--- src/pkg/dma_pkg.sv ---
`default_nettype none
package dma_pkg;
    localparam int unsigned ADDR_W = 20;
    localparam int unsigned CNT_W  = 16;
    localparam int unsigned PAW    = 16;

    // register indices; byte address is four times the index
    localparam logic [13:0] IDX_SEL0  = 14'h03B8;
    localparam logic [13:0] IDX_SEL1  = 14'h03BA;
    localparam logic [13:0] IDX_CTRL0 = 14'h002C;
    localparam logic [13:0] IDX_CTRL1 = 14'h003C;
    localparam logic [13:0] IDX_SRC0  = 14'h0020;
    localparam logic [13:0] IDX_DST0  = 14'h0024;
    localparam logic [13:0] IDX_CNT0  = 14'h0028;
    localparam logic [13:0] IDX_SRC1  = 14'h0030;
    localparam logic [13:0] IDX_DST1  = 14'h0034;
    localparam logic [13:0] IDX_CNT1  = 14'h0038;

    // request select fields
    localparam int unsigned SEL_EXT_BIT = 6;
    localparam int unsigned SEL_SW_BIT  = 7;
    localparam logic [7:0]  SEL_RST     = 8'h00;
    localparam logic [7:0]  SEL_RD_MASK = 8'h4F;
    localparam logic [3:0]  SW_CODE     = 4'h1;
    // extended source codes
    localparam logic [3:0]  EXT0_TB3    = 4'h7;
    localparam logic [3:0]  EXT0_TB4    = 4'h8;
    localparam logic [3:0]  EXT1_SIO3   = 4'h5;
    localparam logic [3:0]  EXT1_SIO4   = 4'h6;

    localparam logic [5:0]  CTRL_RST    = 6'h00;
    localparam int unsigned PEND_BIT    = 2;

    typedef enum logic [1:0] {
        ST_IDLE   = 2'b00,
        ST_READ   = 2'b01,
        ST_WRITE  = 2'b10,
        ST_UPDATE = 2'b11
    } xfer_state_t;

    // channel control layout, bit 0 first from the bottom
    typedef struct packed {
        logic dst_dir;
        logic src_dir;
        logic enable;
        logic pending;
        logic repeat_mode;
        logic unit_size;
    } chan_ctrl_t;

    // peripheral request pulses, one clock wide
    typedef struct packed {
        logic [4:0] timer_a;
        logic [5:0] timer_b;
        logic       uart0_tx;
        logic       uart0_rx;
        logic       uart2_tx;
        logic       uart2_rx;
        logic       sio3;
        logic       sio4;
    } periph_req_t;

    // shared bus request
    typedef struct packed {
        logic              valid;
        logic              write;
        logic              byte_unit;
        logic [ADDR_W-1:0] addr;
        logic [15:0]       wdata;
    } bus_req_t;
endpackage
`default_nettype wire

--- src/hw/dual_dma.sv ---
// Chosen here: register access over APB.
`timescale 1ns/1ps
`default_nettype none
module dual_dma (
    input  wire logic                         i_ref_clk,
    input  wire logic                         i_rstn,
    input  wire logic                         i_psel,
    input  wire logic                         i_penable,
    input  wire logic                         i_pwrite,
    input  wire logic [dma_pkg::PAW-1:0]      i_paddr,
    input  wire logic [31:0]                  i_pwdata,
    output logic      [31:0]                  o_prdata,
    output logic                              o_pready,
    output logic                              o_pslverr,
    input  wire dma_pkg::periph_req_t         i_periph,
    input  wire logic                         i_ext_irq_zero_pin,
    input  wire logic                         i_ext_irq_one_pin,
    output logic                              o_cpu_hold,
    output dma_pkg::bus_req_t                 o_bus,
    input  wire logic [15:0]                  i_bus_rdata,
    input  wire logic                         i_bus_ready,
    output logic      [1:0]                   o_channel_irq
);
    // pick one request line from a channel's source map
    function automatic logic pick_source(
        input logic                 ch,
        input logic [7:0]           sel,
        input dma_pkg::periph_req_t ev,
        input logic                 fall,
        input logic                 both
    );
        logic [15:0] basic;
        logic [15:0] ext;
        basic = {2'b00, ev.uart2_rx, ev.uart2_tx, ev.uart0_rx, ev.uart0_tx,
                 ev.timer_b[2:0], ev.timer_a, 1'b0, fall};
        ext = 16'h0000;
        ext[0] = both;
        if (ch == 1'b0) begin
            ext[dma_pkg::EXT0_TB3] = ev.timer_b[3];
            ext[dma_pkg::EXT0_TB4] = ev.timer_b[4];
        end else begin
            ext[dma_pkg::EXT1_SIO3] = ev.sio3;
            ext[dma_pkg::EXT1_SIO4] = ev.sio4;
        end
        return sel[dma_pkg::SEL_EXT_BIT] ? ext[sel[3:0]] : basic[sel[3:0]];
    endfunction

    // byte address of a register index
    function automatic logic [dma_pkg::PAW-1:0] reg_addr(input logic [13:0] idx);
        return {idx, 2'b00};
    endfunction

    // register state
    logic [7:0]                  sel       [2];
    dma_pkg::chan_ctrl_t         ctrl      [2];
    dma_pkg::chan_ctrl_t         next_ctrl [2];
    logic [dma_pkg::ADDR_W-1:0]  src_ptr   [2];
    logic [dma_pkg::ADDR_W-1:0]  dst_ptr   [2];
    logic [dma_pkg::CNT_W-1:0]   reload    [2];
    logic [dma_pkg::CNT_W-1:0]   cnt       [2];
    logic [dma_pkg::ADDR_W-1:0]  fwd       [2];
    logic [1:0]                  first;

    // engine state
    dma_pkg::xfer_state_t        state;
    logic                        act;

    // pin synchronisers and filtered levels
    logic [1:0]                  pin_s1;
    logic [1:0]                  pin_s2;
    logic [1:0]                  pin_s3;
    logic [1:0]                  pin_lvl;
    wire  [1:0]                  pin_raw = {i_ext_irq_one_pin, i_ext_irq_zero_pin};
    // a change counts once stages two and three agree, so a one-cycle glitch is dropped
    wire  [1:0]                  pin_chg = ~(pin_s2 ^ pin_s3) & (pin_s3 ^ pin_lvl);
    wire  [1:0]                  pin_fall = pin_chg & ~pin_s3;

    // pins idle high, so every stage starts high and no false edge follows reset
    always_ff @(posedge i_ref_clk or negedge i_rstn) begin
        if (!i_rstn) begin
            pin_s1  <= 2'b11;
            pin_s2  <= 2'b11;
            pin_s3  <= 2'b11;
            pin_lvl <= 2'b11;
        end else begin
            pin_s1  <= pin_raw;
            pin_s2  <= pin_s1;
            pin_s3  <= pin_s2;
            pin_lvl <= pin_lvl ^ pin_chg;
        end
    end

    // apb strobes and address decode
    wire apb_acc = i_psel & i_penable;
    wire wr_fire = apb_acc & o_pready & i_pwrite;
    wire hit_sel0  = (i_paddr == reg_addr(dma_pkg::IDX_SEL0));
    wire hit_sel1  = (i_paddr == reg_addr(dma_pkg::IDX_SEL1));
    wire hit_ctrl0 = (i_paddr == reg_addr(dma_pkg::IDX_CTRL0));
    wire hit_ctrl1 = (i_paddr == reg_addr(dma_pkg::IDX_CTRL1));
    wire hit_src0  = (i_paddr == reg_addr(dma_pkg::IDX_SRC0));
    wire hit_src1  = (i_paddr == reg_addr(dma_pkg::IDX_SRC1));
    wire hit_dst0  = (i_paddr == reg_addr(dma_pkg::IDX_DST0));
    wire hit_dst1  = (i_paddr == reg_addr(dma_pkg::IDX_DST1));
    wire hit_cnt0  = (i_paddr == reg_addr(dma_pkg::IDX_CNT0));
    wire hit_cnt1  = (i_paddr == reg_addr(dma_pkg::IDX_CNT1));
    wire [1:0] wr_sel  = {hit_sel1, hit_sel0} & {2{wr_fire}};
    wire [1:0] wr_ctrl = {hit_ctrl1, hit_ctrl0} & {2{wr_fire}};
    wire [1:0] wr_src  = {hit_src1, hit_src0} & {2{wr_fire}};
    wire [1:0] wr_dst  = {hit_dst1, hit_dst0} & {2{wr_fire}};
    wire [1:0] wr_cnt  = {hit_cnt1, hit_cnt0} & {2{wr_fire}};

    // read data selection
    // the counter word shows the live count above the reload value
    logic [31:0] rd_val;
    logic        rd_hit;
    always_comb begin
        rd_val = 32'h0000_0000;
        rd_hit = 1'b1;
        if (hit_sel0) begin
            rd_val = {24'h00_0000, sel[0] & dma_pkg::SEL_RD_MASK};
        end else if (hit_sel1) begin
            rd_val = {24'h00_0000, sel[1] & dma_pkg::SEL_RD_MASK};
        end else if (hit_ctrl0) begin
            rd_val = {26'h000_0000, ctrl[0]};
        end else if (hit_ctrl1) begin
            rd_val = {26'h000_0000, ctrl[1]};
        end else if (hit_src0) begin
            rd_val = {12'h000, src_ptr[0]};
        end else if (hit_src1) begin
            rd_val = {12'h000, src_ptr[1]};
        end else if (hit_dst0) begin
            rd_val = {12'h000, dst_ptr[0]};
        end else if (hit_dst1) begin
            rd_val = {12'h000, dst_ptr[1]};
        end else if (hit_cnt0) begin
            rd_val = {cnt[0], reload[0]};
        end else if (hit_cnt1) begin
            rd_val = {cnt[1], reload[1]};
        end else begin
            rd_hit = 1'b0;
        end
    end

    // first cycle of an access phase; its answer follows on the next edge
    wire apb_new = apb_acc & ~o_pready;
    wire rd_new  = apb_new & ~i_pwrite;

    // apb answer: one wait state, then ready for one cycle
    always_ff @(posedge i_ref_clk or negedge i_rstn) begin
        if (!i_rstn) begin
            o_pready  <= 1'b0;
            o_prdata  <= 32'h0000_0000;
            o_pslverr <= 1'b0;
        end else begin
            o_pready  <= apb_new;
            o_prdata  <= rd_new ? rd_val : 32'h0000_0000;
            o_pslverr <= apb_new & ~rd_hit;
        end
    end

    // software trigger: request bit with the basic set and the trigger code
    wire sw_code = i_pwdata[dma_pkg::SEL_SW_BIT] & ~i_pwdata[dma_pkg::SEL_EXT_BIT]
                 & (i_pwdata[3:0] == dma_pkg::SW_CODE);

    // request detection; no interrupt enable or mask is consulted
    // peripheral pulses are only observed, so their own pending flags never change here
    logic [1:0] sw_req;
    logic [1:0] hw_req;
    always_comb begin
        for (int c = 0; c < 2; c++) begin
            sw_req[c] = wr_sel[c] & sw_code;
            hw_req[c] = pick_source(c[0], sel[c], i_periph, pin_fall[c], pin_chg[c]);
        end
    end

    // arbitration: channel 0 wins a tie
    wire [1:0] ready_ch = {ctrl[1].pending & ctrl[1].enable,
                           ctrl[0].pending & ctrl[0].enable};
    wire       start    = (state == dma_pkg::ST_IDLE) & (|ready_ch);
    wire       grant    = ~ready_ch[0];
    wire [1:0] take     = start ? (grant ? 2'b10 : 2'b01) : 2'b00;
    wire       g_unit   = ctrl[grant].unit_size;
    wire [dma_pkg::ADDR_W-1:0] g_fwd =
        first[grant] ? (ctrl[grant].src_dir ? src_ptr[grant] : dst_ptr[grant])
                     : fwd[grant];
    // pointers aimed at this block's own register window are not blocked here
    wire [dma_pkg::ADDR_W-1:0] g_src =
        ctrl[grant].src_dir ? g_fwd : src_ptr[grant];
    wire [dma_pkg::ADDR_W-1:0] a_dst =
        ctrl[act].dst_dir ? fwd[act] : dst_ptr[act];
    wire [dma_pkg::ADDR_W-1:0] a_step =
        ctrl[act].unit_size ? 20'h0_0001 : 20'h0_0002;
    // unit handed from the read to the write; a byte leaves the upper half clear
    wire [15:0] rd_unit =
        ctrl[act].unit_size ? {8'h00, i_bus_rdata[7:0]} : i_bus_rdata;
    wire [1:0]  act_ch  = act ? 2'b10 : 2'b01;
    wire       underflow = (state == dma_pkg::ST_UPDATE) & (cnt[act] == 16'h0000);
    wire [1:0] stop_ch   = (underflow & ~ctrl[act].repeat_mode)
                           ? (act ? 2'b10 : 2'b01) : 2'b00;

    // next control value: hardware clears, software writes, set wins
    always_comb begin
        for (int c = 0; c < 2; c++) begin
            next_ctrl[c] = ctrl[c];
            if (stop_ch[c]) begin
                next_ctrl[c].enable = 1'b0;
            end
            if (wr_ctrl[c]) begin
                next_ctrl[c].unit_size   = i_pwdata[0];
                next_ctrl[c].repeat_mode = i_pwdata[1];
                next_ctrl[c].enable      = i_pwdata[3];
                next_ctrl[c].src_dir     = i_pwdata[4];
                next_ctrl[c].dst_dir     = i_pwdata[5];
                if (!i_pwdata[dma_pkg::PEND_BIT]) begin
                    next_ctrl[c].pending = 1'b0;
                end
            end
            if (take[c]) begin
                next_ctrl[c].pending = 1'b0;
            end
            if (ctrl[c].enable & (hw_req[c] | sw_req[c])) begin
                next_ctrl[c].pending = 1'b1;
            end
        end
    end

    // software-owned registers
    always_ff @(posedge i_ref_clk or negedge i_rstn) begin
        if (!i_rstn) begin
            for (int c = 0; c < 2; c++) begin
                sel[c]     <= dma_pkg::SEL_RST;
                ctrl[c]    <= dma_pkg::CTRL_RST;
                src_ptr[c] <= 20'h0_0000;
                dst_ptr[c] <= 20'h0_0000;
                reload[c]  <= 16'h0000;
            end
        end else begin
            for (int c = 0; c < 2; c++) begin
                ctrl[c] <= next_ctrl[c];
                if (wr_sel[c]) begin
                    sel[c] <= {1'b0, i_pwdata[6], 2'b00, i_pwdata[3:0]};
                end
                if (wr_src[c]) begin
                    src_ptr[c] <= i_pwdata[19:0];
                end
                if (wr_dst[c]) begin
                    dst_ptr[c] <= i_pwdata[19:0];
                end
                if (wr_cnt[c]) begin
                    reload[c] <= i_pwdata[15:0];
                end
            end
        end
    end

    // first-transfer flags armed by an enable rising edge
    // the arming edge wins over a start in the same cycle
    always_ff @(posedge i_ref_clk or negedge i_rstn) begin
        if (!i_rstn) begin
            first <= 2'b00;
        end else begin
            for (int c = 0; c < 2; c++) begin
                if (~ctrl[c].enable & next_ctrl[c].enable) begin
                    first[c] <= 1'b1;
                end else if (take[c]) begin
                    first[c] <= 1'b0;
                end
            end
        end
    end

    // interrupt pulse, one cycle wide, from the update that finds the counter at zero
    always_ff @(posedge i_ref_clk or negedge i_rstn) begin
        if (!i_rstn) begin
            o_channel_irq <= 2'b00;
        end else begin
            o_channel_irq <= underflow ? act_ch : 2'b00;
        end
    end

    // working pointer and counter: loaded at the first start, stepped at update
    always_ff @(posedge i_ref_clk or negedge i_rstn) begin
        if (!i_rstn) begin
            for (int c = 0; c < 2; c++) begin
                fwd[c] <= 20'h0_0000;
                cnt[c] <= 16'h0000;
            end
        end else if (start) begin
            fwd[grant] <= g_fwd;
            if (first[grant]) begin
                cnt[grant] <= reload[grant];
            end
        end else if (state == dma_pkg::ST_UPDATE) begin
            fwd[act] <= fwd[act] + a_step;
            if (underflow) begin
                cnt[act] <= reload[act];
            end else begin
                cnt[act] <= cnt[act] - 16'h0001;
            end
        end
    end

    // transfer engine: read, write, update; bus held from start to update
    // each request stands unchanged until ready, so a slow memory sees a steady cycle
    always_ff @(posedge i_ref_clk or negedge i_rstn) begin
        if (!i_rstn) begin
            state         <= dma_pkg::ST_IDLE;
            act           <= 1'b0;
            o_cpu_hold    <= 1'b0;
            o_bus         <= '0;
        end else begin
            case (state)
                dma_pkg::ST_IDLE: begin
                    if (start) begin
                        act             <= grant;
                        o_cpu_hold      <= 1'b1;
                        o_bus.valid     <= 1'b1;
                        o_bus.write     <= 1'b0;
                        o_bus.byte_unit <= g_unit;
                        o_bus.addr      <= g_src;
                        o_bus.wdata     <= 16'h0000;
                        state           <= dma_pkg::ST_READ;
                    end
                end
                dma_pkg::ST_READ: begin
                    if (i_bus_ready) begin
                        o_bus.write <= 1'b1;
                        o_bus.addr  <= a_dst;
                        o_bus.wdata <= rd_unit;
                        state       <= dma_pkg::ST_WRITE;
                    end
                end
                dma_pkg::ST_WRITE: begin
                    if (i_bus_ready) begin
                        o_bus.valid <= 1'b0;
                        o_bus.write <= 1'b0;
                        state       <= dma_pkg::ST_UPDATE;
                    end
                end
                dma_pkg::ST_UPDATE: begin
                    o_cpu_hold <= 1'b0;
                    state      <= dma_pkg::ST_IDLE;
                end
                default: begin
                    state <= dma_pkg::ST_IDLE;
                end
            endcase
        end
    end
endmodule
`default_nettype wire

--- config.mk ---
export PLATFORM = sky130hd
export DESIGN_NAME = dual_dma
export DESIGN_NICKNAME = d
export VERILOG_FILES = /design/src/pkg/dma_pkg.sv /design/src/hw/dual_dma.sv
export SDC_FILE = /design/constraint.sdc
export NUM_CORES = 1
export LEC_CHECK = 0
export ABC_AREA = 1
export BUFFER_PORTS_ARGS = -buffer_cell sky130_fd_sc_hd__buf_2
export CAP_MARGIN = 20
export CELL_PAD_IN_SITES_DETAIL_PLACEMENT = 0
export CELL_PAD_IN_SITES_GLOBAL_PLACEMENT = 2
export CORE_ASPECT_RATIO = 1.5
export CORE_MARGIN = 4
export CORE_UTILIZATION = 30
export DETAILED_ROUTE_END_ITERATION = 16
export PLACE_DENSITY_LB_ADDON = 0.12
export SLEW_MARGIN = 20
export SYNTH_ARGS = -nofsm -noshare
export SYNTH_HDL_FRONTEND = slang
export SYNTH_SLANG_ARGS = --single-unit
export TNS_END_PERCENT = 50
--- constraint.sdc ---
create_clock -name i_ref_clk -period 3.2 [get_ports i_ref_clk]
set_input_delay 0 -clock i_ref_clk [delete_from_list [all_inputs] [get_ports i_ref_clk]]
set_output_delay 0 -clock i_ref_clk [all_outputs]
set_load 0.01 [all_outputs]
==> impl_metrics.toml, run 1 <==
[status]
status = "finished with violations"
violations = "hold timing"

[critical_path]
critPathArrivalTime_ns = 3.41
crit_slowest_cell = "inv_1"
crit_top_cell = "nand2_1"
crit_path_end_kind = "flop"
critPathMaxFanout = 38
worstSetupStartpointType = "flop"
path_class = "reg -> reg"
worstPathRequired_ns = 3.67
slowest_delay_ns = 0.51
path_cells = "nand2_2 > o21ai_2 > nand2_1 > buf_4 > nand2_1 > nand2_1 > nand2_1 > inv_1 > buf_12 > nor2_1 > a31oi_1"

[sta]
holdWs_ns = -0.002802
maxSlewHeadroom = 0.2890
final_hold_viol_count = 2
fmax_mhz = 340.7
setup_tns_ns = 0
worst_slew_pin_slew_ns = 1.057
skew_ns = 0.01649
grt_setup_unrepaired = "false"
setup_viol = 0
slew_viol_final = 0
period_needed_ns = 2.935
setup_slack_ns = 0.2648
min_period_over_period = 0.9173

[yosys]
ys.flop_type = "dfrtp_1"
async_reset_ff_frac = 1.000
synth_nets = 2403
synth-edff-count = 0
syn-cell-area_mm2 = 0.01708
yosysMostFrequentCell = "nand2_1"
synth.area.top_cells = "dfrtp_1, nand2_1, o21ai_0"
synth-seq-cells = 295
synth_cell_types = 54
synth_warnings = 0
synth_top_area_frac = 0.4205
synth_common_cells = "nand2_1, o21ai_0, dfrtp_1, inv_1, nor2_1"
synth.largest_area_cell = "dfrtp_1"
ys_seq_area_frac = 0.4328
postSynthCellCount = 2303
postSynthAreaPerCell_um2 = 7.416

[clocking]
clk_pin_slew_ns = 0.06
cts_sinks = 295
clock_latency_ns = 0.56
cts_max_level = 2
root_buffer = "clkbuf_16"
cts_buffer_depth = 3
postCtsSetupBuffers = 0
cts_tree = "built"
cts_made_buffers = 36

[drt]
routed_wl_um = 74310
drt_iter0_drc = 979
routedWlPerCell_um = 22.89
vias = 16602
ant_nets = 0
firstDrtPassIters = 5
via_per_inst = 5.115
drc_errors = 0

[die]
dieArea_mm2 = 0.06089
fp.dieH_um = 300.2
boundaryPins = 165
fp.coreArea_mm2 = 0.05610
start_util = 0.3044
die_w_um = 202.8
row_count = 106

[power_and_ir_drop]
vdd_drop_max_mv = 0.4074
power_mw = 8.377
leakage_nw = 9.310
power-per-cell-area_mw_per_mm2 = 411.5

[global_route]
grt_max_degree = 76
grt_overflow = 0
grt_pass1_vias = 16780
grt_use_total = 0.2402
grt_pass1_wl_um = 109800
antenna_found_initial = 5

[finish]
synthToLayoutAreaGrowth_pct = 19.19
drive_above_1_share = 0.1450
fin_area_mm2 = 0.02036
final_nets = 2563

[placement]
placed_area_mm2 = 0.01874
portBuffers = 151
dp_hpwl_um = 55220
dp_slack_ns = 0.2334
place.gp.congestion = 0.8600

[flow_run]
cap_violations = 0

[worst_hold_path]
hp-class = "in -> reg"
## where the power goes
group	switching, mW	internal [mW]	leakage (nW)
sequential	0.00635	3.74	3.97
combinational	0.203	0.0929	4.73
clock	1.77	2.56	0.609
## logic make-up after synthesis
| group | count (synthesis) | share of synthesized area |
|---|---|---|
| flip-flops | 295 | 0.4328 |
| adder cells (fa/ha/maj) | 11 | 0.008498 |
| buffers and inverters | 350 | 0.08637 |
| XOR/XNOR | 25 | 0.01282 |
| AND/OR/NAND/NOR | 947 | 0.2310 |
| AO/OA/AOI/OAI | 675 | 0.2285 |
## critical path: cells and delay by family (launching register included)
family | cells | cell delay, ns
compound gates | 2 | 0.31
buf+inv | 3 | 1.19
flops | 1 | 0.42
simple gates | 6 | 0.92
## registers in the layout (all words and copies together), names as in the netlist, named ones only
| signal | count |
|---|---|
| pin_s3 | 2 |
| o_channel_irq | 2 |
| pin_s1 | 2 |
| fwd | 40 |
| o_prdata | 32 |
| first | 2 |
| reload | 32 |
| cnt | 32 |
| o_bus | 39 |
| dst_ptr | 40 |
| sel | 10 |
| o_pslverr | 1 |
| o_pready | 1 |
| state | 2 |
| pin_s2 | 2 |
| act | 1 |
| src_ptr | 40 |
| ctrl | 12 |
| o_cpu_hold | 1 |
## layer usage
layer / vias to the layer above / global-route usage / part of all wire
met1: 8059 / 0.2599 / 0.37
met3: 115 / 0.02719 / 0.037
met5: - / 0 / 0
met4: 0 / 0.1087 / 0.051
li1: 8021 / - / -
met2: 407 / 0.4636 / 0.54
## final timing paths
check | slack, ns | startpoint | cells past startpoint | endpoint
max | 0.26 | ctrl[9] | 11 | fwd[16]
min | -0.003 | i_pwdata[15] | 3 | dst_ptr[35]
max reg2reg | 0.26 | ctrl[9] | 11 | fwd[16]
min reg2reg | 0.36 | pin_s1[1] | 0 | pin_s2[1]
max in group asynchronous | 2.24 | i_rstn | 3 | ctrl[6]
min in group asynchronous | 0.02 | i_rstn | 2 | o_prdata[12]
## timing repair
item,4_1_cts,5_1_grt
gates resized for setup,0,0
hold buffers,40,0
endpoints found under the hold margin,247,0
## placed cells by master (no fill, tap or decap), drive strengths merged
cell	netlist	layout
a211oi	3	3
a21boi	1	1
a21oi	144	144
a221oi	1	1
a22oi	11	11
a2bb2oi	2	2
a31oi	34	34
a32oi	12	12
buf	52	216
bufinv	0	2
clkbuf	82	54
clkinv	2	8
dfrtp	287	287
dfstp	8	8
diode	0	1
dlygate4sd3	0	40
fa	1	1
ha	10	10
inv	214	216
nand2	619	619
nand3	65	65
nand3b	2	2
nand4	16	16
nor2	192	192
nor3	36	36
nor3b	1	1
nor4	5	5
o211ai	68	68
o21a	3	3
o21ai	344	344
o21bai	6	6
o221a	1	1
o221ai	14	14
o22ai	18	18
o31ai	13	13
or2	10	10
or3	1	1
xnor2	6	6
xor2	19	19
## layout make-up
class                   count  area [um^2]
multi-input cells        1658         8230
clock inverters            10        107.6
diodes                      1        2.502
fillers                  6124        35740
repair buffers            256         1754
inverters                 216        813.3
flip-flops and latches    295         7393
well taps                 756        945.9
clock buffers              54         1110
## metrics by stage
step,utilization,instances
floorplan,-,2303
global placement,0.3340,3141
detailed placement,0.3340,3141
CTS,0.3628,3245
global route,0.3629,3246
finish,0.3629,3246
(Power assumes the default switching activity.)
==> run 2, diff against run 1 <==
--- a/config.mk
+++ b/config.mk
@@ -9,7 +9,7 @@
 export BUFFER_PORTS_ARGS = -buffer_cell sky130_fd_sc_hd__buf_2
 export CAP_MARGIN = 20
 export CELL_PAD_IN_SITES_DETAIL_PLACEMENT = 0
-export CELL_PAD_IN_SITES_GLOBAL_PLACEMENT = 2
+export CELL_PAD_IN_SITES_GLOBAL_PLACEMENT = 1
 export CORE_ASPECT_RATIO = 1.5
 export CORE_MARGIN = 4
 export CORE_UTILIZATION = 30
==> run 2 against run 1 <==
  * The flow now finishes without violations
  * Routed wire length decreased by 1.9%
  * Critical path type unchanged
  * Cell count increased by 0.22%
  * Hold slack improved by 0.021 ns
  * Power increased by 3.8%
  * Non-clock buffer count increased by 9
  * Largest power group unchanged
  * Clock power increased by 7.2%
  * Sequential power about the same
  * Global-route usage decreased by 0.55 points
  * Critical endpoint is now o_bus[17]
  * Sequential share of layout area decreased by 0.29 points
  * First-iteration DRC count increased by 3.4%
  * Combinational power increased by 2%
==> impl_metrics.toml, run 2 (synthesis gave the netlist of run 1 again) <==
[status]
status = "finished, final reports clean"

[worst_hold_path]
whs_path_depth = 3
hp-class = "in -> reg"
min-delay-start = "i_pwdata[0]"
min_to = "dst_ptr[0]"

[die]
die_w_um = 202.8
row_count = 106
fp.coreArea_mm2 = 0.05610
dieArea_mm2 = 0.06089
boundaryPins = 165
fp.dieH_um = 300.2
start_util = 0.3044

[sta]
holdWs_ns = 0.01790
min_period_over_period = 0.9074
setup_slack_ns = 0.2962
grt_setup_unrepaired = "false"
period_needed_ns = 2.904
setup_viol = 0
setup_tns_ns = 0
skew_ns = 0.02688
maxSlewHeadroom = 0.2995
final_hold_viol_count = 0
slew_viol_final = 0
fmax_mhz = 344.4
worst_slew_pin_slew_ns = 1.051

[finish]
final_cells = 3253
antennaDiodeCount = 0
layout_common_cells = "nand2_1, o21ai_0, dfrtp_1"
final_common_cell = "nand2_1"
final_nets = 2573
drive_above_1_share = 0.1462
synthToLayoutAreaGrowth_pct = 20.16
largest_registers = "dst_ptr x40, fwd x40, src_ptr x40"

[flow_run]
cap_violations = 0

[drt]
firstDrtPassIters = 6
via_per_inst = 5.128
routedWlPerCell_um = 22.40
ant_nets = 0
vias = 16682
routed_wl_um = 72880
drc_errors = 0
drt_iter0_drc = 1012

[placement]
place.gp.congestion = 0.8907
placed_cells = 3148
dp_slack_ns = 0.3001
portBuffers = 151
dp_hpwl_um = 54450

[power_and_ir_drop]
power_mw = 8.694
vdd_drop_max_mv = 0.3097
power-per-cell-area_mw_per_mm2 = 423.7
leakage_nw = 9.393

[global_route]
grt_overflow = 0
grt_max_degree = 101
grt_pass1_vias = 16914
grt_use_total = 0.2347
grt_pass1_wl_um = 108300
antenna_found_initial = 0

[critical_path]
rr_startpoint = "act"
reg2regPathDepth = 9
reg2reg_setup_slack_ns = 0.30
r2r_end = "o_bus[17]"
crit_path_end_kind = "flop"
worstSetupStartpointType = "flop"
critPathMaxFanout = 31
worstPathRequired_ns = 3.67
path_class = "reg -> reg"
critPathArrivalTime_ns = 3.37

[clocking]
clk_pin_slew_ns = 0.06
clock_latency_ns = 0.57
root_buffer = "clkbuf_16"
cts_sinks = 295
cts_max_level = 2
cts_made_buffers = 37
cts_buffer_depth = 3
cts_tree = "built"
-- run 2: cell types whose count changed in the layout (fill, tap and decap cells not counted), sizes merged, moves of 2 or more --
| cell | previous run | this run |
|---|---|---|
| dlygate4sd3 | 40 | 42 |
| clkbuf | 54 | 51 |
| buf | 216 | 223 |
| bufinv | 2 | 7 |
| clkinv | 8 | 6 |
-- run 2: worst max path at each step --
stage / endpoint / from / cells after the start / slack [ns]
6_report: o_bus[17] / act / 9 / 0.30
5_1_grt: cnt[20] / ctrl[9] / 10 / 0.03
4_1_cts: cnt[27] / ctrl[9] / 10 / 0.26
3_5_place_dp: cnt[25] / ctrl[9] / 10 / 0.30
3_3_place_gp: cnt[7] / act / 13 / 0.28
2_1_floorplan: fwd[14] / act / 16 / 0.25
-- run 2: layer usage --
| metal | track usage | vias up | part of all wire |
|---|---|---|---|
| met5 | 0 | - | 0 |
| met4 | 0.1142 | 0 | 0.058 |
| met3 | 0.02449 | 132 | 0.033 |
| met2 | 0.4465 | 438 | 0.53 |
| met1 | 0.2576 | 8074 | 0.38 |
| li1 | - | 8038 | - |
-- run 2: critical path: stages, from the launching register on --
cell and delay, ns:
dfrtp_2 0.55, buf_4 0.28, inv_4 0.14, buf_4 0.28, or2_2 0.32, o21ai_2 0.40
inv_1 0.36, a21oi_1 0.21, o21ai_0 0.10, a31oi_1 0.17
-- run 2: stage by stage --
stage,util,instance area [um^2]
floorplan,-,17080
global placement,0.3347,18780
detailed placement,0.3347,18780
CTS,0.3657,20520
global route,0.3658,20520
finish,0.3658,20520
-- run 2: power by group --
group / switching (mW) / internal, mW / total (mW) / leakage (nW)
Combinational: 0.204 / 0.0970 / 0.301 / 4.78
Clock: 1.76 / 2.89 / 4.64 / 0.647
Sequential: 0.00722 / 3.74 / 3.75 / 3.97
Total: 1.97 / 6.73 / 8.69 / 9.39
-- run 2: what timing repair did --
item	in CTS	in global routing
hold buffers	42	0
buffers inserted	0	0
gates resized for setup	0	1
endpoints found under the setup margin	0	1
endpoints found under the hold margin	201	0
-- run 2: area by class of cell --
class	count	area [um^2]
well taps	756	945.9
clock buffers	51	1060
inverters	216	813.3
repair buffers	265	1818
flip-flops and latches	295	7393
fillers	6031	35580
multi-input cells	1658	8230
clock inverters	12	261.5
==> run 3, diff against run 2 <==
--- a/config.mk
+++ b/config.mk
@@ -11,8 +11,8 @@
 export CELL_PAD_IN_SITES_DETAIL_PLACEMENT = 0
 export CELL_PAD_IN_SITES_GLOBAL_PLACEMENT = 1
 export CORE_ASPECT_RATIO = 1.5
-export CORE_MARGIN = 4
-export CORE_UTILIZATION = 30
+export CORE_MARGIN = 3
+export CORE_UTILIZATION = 40
 export DETAILED_ROUTE_END_ITERATION = 16
 export PLACE_DENSITY_LB_ADDON = 0.12
 export SLEW_MARGIN = 20
==> run 3 against run 2 <==
  * Clock skew shrank 0.0095 ns
  * Register-to-register slack gained 0.08 ns
  * Sequential share of layout area grew 0.64 points
  * Critical path type unchanged
  * Non-clock buffer count shrank 3
  * Flip-flop and latch count is the same
==> impl_metrics.toml, run 3 (synthesis gave the netlist of run 1 again) <==
[sta]
setup_slack_ns = 0.3716
final_hold_viol_count = 0
maxSlewHeadroom = 0.4098
period_needed_ns = 2.828
worst_slew_pin_slew_ns = 0.8852
setup_viol = 0
fmax_mhz = 353.6
holdWs_ns = 0.006394
skew_ns = 0.01743
setup_tns_ns = 0
grt_setup_unrepaired = "false"
min_period_over_period = 0.8839
slew_viol_final = 0

[clocking]
post_cts_resized = 0
cts_max_level = 2
cts_made_buffers = 35
cts_sinks = 295
clock_latency_ns = 0.54
clk_pin_slew_ns = 0.06
cts_buffer_depth = 3
cts_tree = "built"
root_buffer = "clkbuf_16"

[drt]
via_per_inst = 5.483
wl_met3_um = 2753
vias = 16784
wl_met1_um = 25170
ant_nets = 0
drc_errors = 0
drt_iter0_drc = 1574
routed_wl_um = 67600
top_layer_used = "met4"
firstDrtPassIters = 7
wl_met2_um = 35000
routedWlPerCell_um = 22.08

[global_route]
grt_max_degree = 107
grt_use_total = 0.2950
grt_pass1_wl_um = 101300
grt_overflow = 0
antenna_found_initial = 3
grt_pass1_vias = 16482

[power_and_ir_drop]
pwr-share-seq = 0.454
p_int_mw = 6.365
power_mw = 8.267
power-per-cell-area_mw_per_mm2 = 410.0
clock_power_share = 0.511
swShare = 0.2301
vdd_drop_max_mv = 0.3709
leakage_nw = 9.324
power.net_switching_mw = 1.902
comb_power_share = 0.036

[die]
fp.dieH_um = 259.1
boundaryPins = 165
fp.coreArea_mm2 = 0.04213
start_util = 0.4054
die_w_um = 174.7
dieArea_mm2 = 0.04526
row_count = 92

[critical_path]
critPathMaxFanout = 34
path_cells = "nand2_2 > o21ai_2 > nand2_1 > buf_4 > nand2_1 > nand2_1 > inv_1 > buf_12 > nand2_1 > o21ai_0"
crit_path_end_kind = "flop"
critPathArrivalTime_ns = 3.24
slowest_delay_ns = 0.43
worstSetupStartpointType = "flop"
crit_slowest_cell = "dfrtp_1"
path_class = "reg -> reg"
crit_top_cell = "nand2_1"
crit_buf_inv = 3
path_delay_family = "buffers and inverters"
worstPathRequired_ns = 3.61

[finish]
largest_registers = "dst_ptr x40, fwd x40, src_ptr x40"
drive_above_1_share = 0.1443
layout_common_cells = "nand2_1, o21ai_0, dfrtp_1"
fin_area_mm2 = 0.02016
final_nets = 2568
fillCellCount = 4314
final_common_cell = "nand2_1"
synthToLayoutAreaGrowth_pct = 18.07

[placement]
portBuffers = 151
placed_area_mm2 = 0.01853
dp_slack_ns = 0.3698
dp_hpwl_um = 49010
place.gp.congestion = 0.9272

[worst_hold_path]
hp-class = "in -> reg"

[status]
status = "finished, final reports clean"

[flow_run]
cap_violations = 0
[run 3: cell count changes in the layout (fill, tap and decap cells not counted), moves of 2 or more]
cell / change
buf_4: -5
bufinv_16: -4
clkbuf_8: +3
diode_2: +3
buf_12: +2
clkbuf_16: -2
clkinv_2: +2
[run 3: power groups by stage]
| stage | clock network (mW) | logic, mW | registers [mW] |
|---|---|---|---|
| global placement | 0 | 0.258 | 3.82 |
| CTS | 4.29 | 0.299 | 3.75 |
| floorplan | 0 | 0.0603 | 3.82 |
| finish | 4.22 | 0.294 | 3.75 |
| detailed placement | 0 | 0.260 | 3.82 |
| global route | 4.44 | 0.327 | 3.75 |
[run 3: worst min-delay path: stages]
cell     delay (ns)
buf_2          0.07
inv_1          0.21
o21ai_0        0.22
[run 3: per-stage QoR]
stage | util | std cells
global placement | 0.4399 | 2952
floorplan | - | 2303
detailed placement | 0.4399 | 2952
finish | 0.4786 | 3061
global route | 0.4786 | 3060
CTS | 0.4784 | 3058
[run 3: final cells by class]
type	instances	area, um^2	share of cell area
multi-input cells	1658	8230	0.4082
diodes	3	7.507	0.0003723
clock buffers	53	1055	0.05231
inverters	216	813.3	0.04033
well taps	564	705.7	0.03500
clock inverters	10	140.1	0.006950
flip-flops and latches	295	7393	0.3667
repair buffers	262	1819	0.09022
[run 3: final timing paths]
kind                             start  slack, ns           end  depth (start not counted)
min in group asynchronous       i_rstn       0.14  o_prdata[15]                          2
max                            ctrl[9]       0.37        fwd[4]                         10
max reg2reg                    ctrl[9]       0.37        fwd[4]                         10
min                        i_pwdata[0]      0.006        sel[8]                          3
max in group asynchronous       i_rstn       2.14     pin_s3[1]                          3
min reg2reg                  pin_s1[0]       0.36     pin_s2[0]                          0
[run 3: metal layers]
metal | vias up | GRT usage
li1 | 8026 | -
met1 | 8021 | 0.3316
met2 | 568 | 0.5366
met3 | 169 | 0.02927
met4 | 0 | 0.1775
met5 | - | 0
[run 3: timing repair]
action | CTS | global route
hold buffers | 43 | 0
endpoints found under the setup margin | 0 | 0
buffers inserted | 0 | 0
endpoints found under the hold margin | 200 | 0
